**config.mk**
```make
export PLATFORM = sky130hd
export DESIGN_NAME = dch_cpu_end_flat
export DESIGN_NICKNAME = d
export VERILOG_FILES = /design/src/logic/dch_pkg.sv /design/src/logic/dch_if.sv /design/src/logic/dch_cpu_end.sv /design/src/flat_wrapper.sv
export SDC_FILE = /design/constraint.sdc
export NUM_CORES = 2
export LEC_CHECK = 0
export BUFFER_PORTS_ARGS = -buffer_cell sky130_fd_sc_hd__buf_2
export CAP_MARGIN = 25
export CELL_PAD_IN_SITES_DETAIL_PLACEMENT = 2
export CELL_PAD_IN_SITES_GLOBAL_PLACEMENT = 2
export CORE_MARGIN = 5
export CORE_UTILIZATION = 29
export DETAILED_ROUTE_END_ITERATION = 7
export HOLD_SLACK_MARGIN = 0.08
export MAX_ROUTING_LAYER = met4
export PLACE_DENSITY = 0.61
export RECOVER_POWER = 100
export SLEW_MARGIN = 20
export SYNTH_ARGS = -nofsm -noshare
export SYNTH_HDL_FRONTEND = slang
export SYNTH_SLANG_ARGS = --single-unit
```
**constraint.sdc**
```tcl
create_clock -name clk -period 17.9 [get_ports clk]
set_clock_uncertainty 0.05 [all_clocks]
set_input_delay 0.895 -clock clk [delete_from_list [all_inputs] [get_ports clk]]
set_output_delay 0.895 -clock clk [all_outputs]
set_load 0.02 [all_outputs]
```
**src/logic/dch_pkg.sv**
```systemverilog
package dch_pkg;
    localparam int DATA_W = 16;
    localparam int ADDR_W = 8;
    typedef enum logic [1:0] {
        MODE_OUT  = 2'b00,
        MODE_INC  = 2'b01,
        MODE_IN   = 2'b10,
        MODE_ADD  = 2'b11
    } xfer_mode_t;
    localparam int STROBE_FAST_CYC = 1;
    localparam int STROBE_STD_CYC  = 3;
    localparam int CNT_W           = 4;
    localparam logic [DATA_W-1:0] DATA_ZERO = 16'h0000;
    localparam logic [DATA_W-1:0] DATA_ONE  = 16'h0001;
endpackage

```
**src/logic/dch_if.sv**
```systemverilog
`timescale 1ns/1ps
interface dch_if;
    logic [dch_pkg::DATA_W-1:0] data_to_ctl;
    logic [dch_pkg::DATA_W-1:0] data_to_cpu;
    logic [dch_pkg::ADDR_W-1:0] addr;
    logic                       chan_request;
    logic                       chan_grant;
    logic                       xfer_mode_sel_a_n;
    logic                       xfer_mode_sel_b_n;
    logic                       chan_in_strobe;
    logic                       chan_out_strobe;
    logic                       sum_wrap_pulse;
    logic                       chan_prio_chain_in;
    logic                       chan_prio_chain_out;
    modport cpu (
        input  data_to_cpu, addr, chan_request, xfer_mode_sel_a_n,
               xfer_mode_sel_b_n,
        output data_to_ctl, chan_grant, chan_in_strobe, chan_out_strobe,
               sum_wrap_pulse, chan_prio_chain_in
    );
    modport ctl (
        output data_to_cpu, addr, chan_request, xfer_mode_sel_a_n,
               xfer_mode_sel_b_n, chan_prio_chain_out,
        input  data_to_ctl, chan_grant, chan_in_strobe, chan_out_strobe,
               sum_wrap_pulse, chan_prio_chain_in
    );
endinterface

```
**src/logic/dch_cpu_end.sv**
```systemverilog
`timescale 1ns/1ps
module dch_cpu_end #(
    parameter int DEPTH = 256
) (
    input  wire logic clk,
    input  wire logic rst_n,
    input  wire logic fast_chassis,
    dch_if.cpu        bus,
    output logic      busy
);
    typedef enum logic [2:0] {
        ST_IDLE  = 3'b000,
        ST_GRANT = 3'b001,
        ST_IN    = 3'b010,
        ST_READ  = 3'b011,
        ST_OUT   = 3'b100,
        ST_DONE  = 3'b101
    } cpu_state_t;

    cpu_state_t                  state_q;
    dch_pkg::xfer_mode_t         mode_q;
    logic [dch_pkg::DATA_W-1:0]  mem [DEPTH];
    logic [dch_pkg::DATA_W-1:0]  in_word_q;
    logic [dch_pkg::DATA_W-1:0]  out_word_q;
    logic [dch_pkg::CNT_W-1:0]   cnt_q;
    logic [dch_pkg::CNT_W-1:0]   strobe_len;
    logic [dch_pkg::DATA_W:0]    sum;
    logic [dch_pkg::DATA_W-1:0]  mem_word;
    logic                        wrap_q;
    logic                        strobe_end;

    assign strobe_len = fast_chassis ?
        dch_pkg::CNT_W'(dch_pkg::STROBE_FAST_CYC) :
        dch_pkg::CNT_W'(dch_pkg::STROBE_STD_CYC);
    assign strobe_end = (cnt_q == strobe_len);
    assign mem_word = mem[bus.addr];

    always_comb begin
        if (mode_q == dch_pkg::MODE_INC) begin
            sum = {1'b0, mem_word} + {1'b0, dch_pkg::DATA_ONE};
        end else begin
            sum = {1'b0, mem_word} + {1'b0, in_word_q};
        end
    end

    always_ff @(posedge clk or negedge rst_n) begin
        if (!rst_n) begin
            state_q <= ST_IDLE;
            mode_q  <= dch_pkg::MODE_OUT;
            cnt_q   <= '0;
        end else begin
            case (state_q)
                ST_IDLE: begin
                    if (bus.chan_request) begin
                        mode_q  <= dch_pkg::xfer_mode_t'(
                            {~bus.xfer_mode_sel_a_n,
                             ~bus.xfer_mode_sel_b_n});
                        state_q <= ST_GRANT;
                    end
                end
                ST_GRANT: begin
                    cnt_q <= dch_pkg::CNT_W'(1);
                    if (mode_q == dch_pkg::MODE_IN ||
                        mode_q == dch_pkg::MODE_ADD) begin
                        state_q <= ST_IN;
                    end else begin
                        state_q <= ST_READ;
                    end
                end
                ST_IN: begin
                    if (strobe_end) begin
                        cnt_q   <= '0;
                        state_q <= (mode_q == dch_pkg::MODE_ADD) ?
                                   ST_READ : ST_DONE;
                    end else begin
                        cnt_q <= cnt_q + dch_pkg::CNT_W'(1);
                    end
                end
                ST_READ: begin
                    cnt_q   <= dch_pkg::CNT_W'(1);
                    state_q <= ST_OUT;
                end
                ST_OUT: begin
                    if (strobe_end) begin
                        cnt_q   <= '0;
                        state_q <= ST_DONE;
                    end else begin
                        cnt_q <= cnt_q + dch_pkg::CNT_W'(1);
                    end
                end
                default: begin
                    cnt_q   <= '0;
                    state_q <= ST_IDLE;
                end
            endcase
        end
    end

    always_ff @(posedge clk or negedge rst_n) begin
        if (!rst_n) begin
            in_word_q <= dch_pkg::DATA_ZERO;
        end else if (state_q == ST_IN && strobe_end) begin
            in_word_q <= bus.data_to_cpu;
        end
    end

    always_ff @(posedge clk or negedge rst_n) begin
        if (!rst_n) begin
            out_word_q <= dch_pkg::DATA_ZERO;
            wrap_q     <= 1'b0;
        end else begin
            wrap_q <= 1'b0;
            if (state_q == ST_READ) begin
                if (mode_q == dch_pkg::MODE_OUT) begin
                    out_word_q <= mem_word;
                end else begin
                    out_word_q <= sum[dch_pkg::DATA_W-1:0];
                    wrap_q     <= sum[dch_pkg::DATA_W];
                end
            end
        end
    end

    always_ff @(posedge clk) begin
        if (state_q == ST_IN && strobe_end && mode_q == dch_pkg::MODE_IN) begin
            mem[bus.addr] <= bus.data_to_cpu;
        end else if (state_q == ST_READ && mode_q != dch_pkg::MODE_OUT) begin
            mem[bus.addr] <= sum[dch_pkg::DATA_W-1:0];
        end
    end

    assign bus.data_to_ctl        = out_word_q;
    assign bus.chan_grant         = (state_q == ST_GRANT);
    assign bus.chan_in_strobe     = (state_q == ST_IN);
    assign bus.chan_out_strobe    = (state_q == ST_OUT);
    assign bus.sum_wrap_pulse     = wrap_q;
    assign bus.chan_prio_chain_in = 1'b1;
    assign busy                   = (state_q != ST_IDLE);
endmodule

```
**src/flat_wrapper.sv**
```systemverilog
// flat-port wrapper written by rule: the top's interface ports become plain ports
module dch_cpu_end_flat 
#(
    parameter int DEPTH = 256
)
  (clk, rst_n, fast_chassis, busy, bus_data_to_cpu, bus_addr, bus_chan_request, bus_xfer_mode_sel_a_n, bus_xfer_mode_sel_b_n, bus_data_to_ctl, bus_chan_grant, bus_chan_in_strobe, bus_chan_out_strobe, bus_sum_wrap_pulse, bus_chan_prio_chain_in);
  dch_if bus_i ();
  input  wire logic clk;
  input  wire logic rst_n;
  input  wire logic fast_chassis;
  output logic busy;
  input wire logic [$bits(bus_i.data_to_cpu)-1:0] bus_data_to_cpu;
  input wire logic [$bits(bus_i.addr)-1:0] bus_addr;
  input wire logic [$bits(bus_i.chan_request)-1:0] bus_chan_request;
  input wire logic [$bits(bus_i.xfer_mode_sel_a_n)-1:0] bus_xfer_mode_sel_a_n;
  input wire logic [$bits(bus_i.xfer_mode_sel_b_n)-1:0] bus_xfer_mode_sel_b_n;
  output wire logic [$bits(bus_i.data_to_ctl)-1:0] bus_data_to_ctl;
  output wire logic [$bits(bus_i.chan_grant)-1:0] bus_chan_grant;
  output wire logic [$bits(bus_i.chan_in_strobe)-1:0] bus_chan_in_strobe;
  output wire logic [$bits(bus_i.chan_out_strobe)-1:0] bus_chan_out_strobe;
  output wire logic [$bits(bus_i.sum_wrap_pulse)-1:0] bus_sum_wrap_pulse;
  output wire logic [$bits(bus_i.chan_prio_chain_in)-1:0] bus_chan_prio_chain_in;
  assign bus_i.data_to_cpu = bus_data_to_cpu;
  assign bus_i.addr = bus_addr;
  assign bus_i.chan_request = bus_chan_request;
  assign bus_i.xfer_mode_sel_a_n = bus_xfer_mode_sel_a_n;
  assign bus_i.xfer_mode_sel_b_n = bus_xfer_mode_sel_b_n;
  assign bus_data_to_ctl = bus_i.data_to_ctl;
  assign bus_chan_grant = bus_i.chan_grant;
  assign bus_chan_in_strobe = bus_i.chan_in_strobe;
  assign bus_chan_out_strobe = bus_i.chan_out_strobe;
  assign bus_sum_wrap_pulse = bus_i.sum_wrap_pulse;
  assign bus_chan_prio_chain_in = bus_i.chan_prio_chain_in;
  dch_cpu_end #(.DEPTH(DEPTH)) u_core (.clk(clk), .rst_n(rst_n), .fast_chassis(fast_chassis), .bus(bus_i), .busy(busy));
endmodule
```
==> results.json <==
{
  "max_freq_mhz": 70.58,
  "cts_max_path_buffers": 4,
  "synth.net_count": 7196,
  "port_buffers": 50,
  "violations": "capacitance limit, slew limit",
  "postLayoutCoreUtil_pct": 33.59,
  "critPathLaunchType": "input pin",
  "clk_latency_ns": 1.03,
  "synth-edff-count": 4096,
  "die_area_um2": 566200,
  "fin_tns_setup_ns": 0,
  "first_iter_violations": 11940,
  "max_stage_delay_ns": 2.76,
  "power_density_nw_per_um2": 123.5,
  "yosysSeqAreaShare_pct": 77.60,
  "cp_common_cell": "clkbuf_1",
  "hold-path-cell-count": 2,
  "maxSlewHeadroom_pct": -157.1,
  "grt_pass1_vias": 87020,
  "vias": 83750,
  "root_buffer": "clkbuf_16",
  "ys_ff_latch": 4138,
  "postRouteWirelength_um": 575600,
  "place_inst": 14460,
  "die_y_um": 752.5,
  "period_needed_ns": 14.17,
  "gp_congestion": 0.9321,
  "cts_resized": 0,
  "start_util_pct": 29.12,
  "synthCells": 7148,
  "synth_ff_type": "edfxtp_1",
  "leakage_nw": 56.18,
  "h-tree-depth": 5,
  "async_flop_share_pct": 1.015,
  "fp.dieW_um": 752.5,
  "fin_crit_sh_pct": 79.15,
  "wl_per_cell_um": 37.57,
  "design_area_um2": 184400,
  "clk_pin_slew_worst_paths_ns": 0.06,
  "ant_nets": 0,
  "crit_slowest_cell": "clkbuf_1",
  "rsz0062_at_grt": "no",
  "pin_count": 52,
  "status": "finished with violations",
  "critPathMaxFanout": 97,
  "grt_max_degree": 201,
  "drt_pass1_iterations": 6,
  "fin_cells": 15320,
  "drc": 0,
  "core_um2": 548900,
  "setup_slack_ns": 3.732,
  "final_max_slew_viol_count": 2842,
  "drv_cap": 147,
  "worstMarginPinSlew_ns": 3.856,
  "ys_types": 81,
  "yosys_warnings": 0,
  "cts_made_buffers": 435,
  "synthToLayoutAreaGrowth_pct": 15.32,
  "hp-class": "in -> reg",
  "grt_pass1_wl_um": 785100,
  "end_kind": "register",
  "crit_chain": "buf_12 > clkbuf_1 > buf_4 > clkbuf_1 > mux4_2 > mux2i_1 > o21ai_0 > nor3_1 > o21ai_0 > a21o_1 > ha_1 > inv_1 > fa_1 > nor2_1 > a21o_1 > clkbuf_1",
  "netlist_area_um2": 159900,
  "viasPerCell": 5.467,
  "drive_gt1_share_pct": 25.21,
  "synth_area_per_cell_um2": 22.37,
  "cp_data_arrival_time_ns": 14.32,
  "cts_tree": "yes",
  "postPlaceCellArea_um2": 171600,
  "gr-total-overflow": 0,
  "row_count": 272,
  "place_ws_ns": 6.370,
  "setup_viol": 0,
  "cts.sink_count": 4138,
  "peakVddDrop_uv": 91.32,
  "fin_nets": 7707,
  "hold_violations": 0,
  "antenna_found_initial": 46,
  "crit_type": "in -> reg",
  "dp_hpwl_um": 356700,
  "gr-usage-all-layers_pct": 20.38,
  "required_ns": 18.06,
  "r2r_cells": 10
}
cell usage after synthesis, types with 15 or more instances:
library cell  instances  area (um2)
buf_6                20       225.2
mux2_2               28       315.3
buf_4                83       623.1
nand3_1              81       405.4
o22ai_1              60       375.4
and3_1               15       93.84
edfxtp_1           4096      123000
a221oi_1             20       175.2
dfrtp_1              42        1051
and2_1               22       137.6
a31oi_1              19       118.9
mux2i_1             220        2202
clkbuf_1            128       480.5
o21ai_0              52       260.3
a22oi_1             141        1059
nor2_1              315        1182
nor2b_1              18       112.6
nand2_1             193       724.4
a211oi_1             15       112.6
a21oi_1              72       360.4
nor3_1               22       110.1
buf_2               133       665.6
buf_1                43       161.4
nand4_1              25       156.4
ha_1                 17       212.7
mux4_2             1061       23900
worst max-delay path: cells and delay by family:
kind	cells	cell delay [ns]
compound gates	4	1.95
fa+ha+maj	2	0.70
buf+inv	6	8.42
mux	2	0.89
simple gates	2	0.91
repair_timing:
action	CTS	global route
hold endpoints to repair	51	0
hold buffers	10	0
setup buffers	0	0
final timing paths:
kind,startpoint,slack (ns),to
worst max-delay path,bus_addr[1],3.73,u_core.mem[242][1]
worst min-delay path,bus_data_to_cpu[5],0.15,u_core.in_word_q[5]
worst max register to register,u_core.mem[196][1],8.84,u_core.mem[242][1]
worst min register to register,u_core.in_word_q[0],0.46,u_core.in_word_q[0]
max in group asynchronous,rst_n,14.97,u_core.in_word_q[8]
min in group asynchronous,rst_n,1.30,u_core.cnt_q[3]
layout by cell type, fill, tap and decap left out, types with 21 or more instances in the layout:
cell type	n
edfxtp_1	4096
mux4_2	1061
clkbuf_16	438
clkbuf_1	336
nor2_1	265
mux2i_1	218
nand2_1	187
buf_4	179
a22oi_1	141
clkinv_1	107
nand3_1	80
a21oi_1	71
clkinv_2	70
o22ai_1	60
o21ai_0	50
nor2_2	49
bufinv_16	42
dfrtp_1	42
diode_2	37
mux2_2	28
nand4_1	25
buf_2	25
and2_1	21
nor3_1	21
registers in the layout, summed over array words and instances (netlist names):
register	cells
u_core.bus.data_to_ctl	16
u_core.bus.sum_wrap_pulse	1
u_core.cnt_q	4
u_core.in_word_q	16
u_core.mem	4096
u_core.mode_q	2
u_core.state_q	3
power breakdown:
part / switching, W / leakage (nW) / internal [W]
clock network: 0.00395 / 6.76 / 0.00511
logic: 0.00175 / 12.1 / 0.000521
registers: 0.0000470 / 37.3 / 0.0114
through the flow:
| stage | power [W] | hold slack (ns) |
|---|---|---|
| after CTS | 0.02289 | 0.08261 |
| after global placement | 0.01374 | 0.4261 |
| after detailed placement | 0.01390 | 0.4381 |
| final | 0.02277 | 0.1527 |
| after floorplan | 0.01302 | 0.4201 |
| after global routing | 0.02345 | 0.1194 |
cell type report:
type                    instances  area (um2)
fillers                     53560      364600
flip-flops and latches       4138      124000
multi-input cells            2587       34000
clock buffers                 542       11350
well taps                    7261        9085
repair buffers                482        3123
clock inverters               258        2594
diodes                         37       92.59
inverters                      15       66.31
kinds of logic after synthesis:
| kind of cell | Yosys count | share of synthesized area [%] |
|---|---|---|
| adder cells (fa/ha/maj) | 18 | 0.1456 |
| XOR/XNOR | 12 | 0.06575 |
| AO/OA/AOI/OAI | 492 | 2.136 |
| AND/OR/NAND/NOR | 755 | 2.146 |
| flip-flops | 4138 | 77.60 |
| buffers and inverters | 423 | 1.387 |
| other | 1 | 0.002346 |
| multiplexers | 1309 | 16.52 |
per-layer routing:
metal / part of all wire, % / GRT usage, %
met1: 40 / 26.20
met2: 47 / 31.80
met3: 8.7 / 4.584
met4: 4.3 / 7.274
met5: 0 / -
Power figures use the tool's default switching activity.
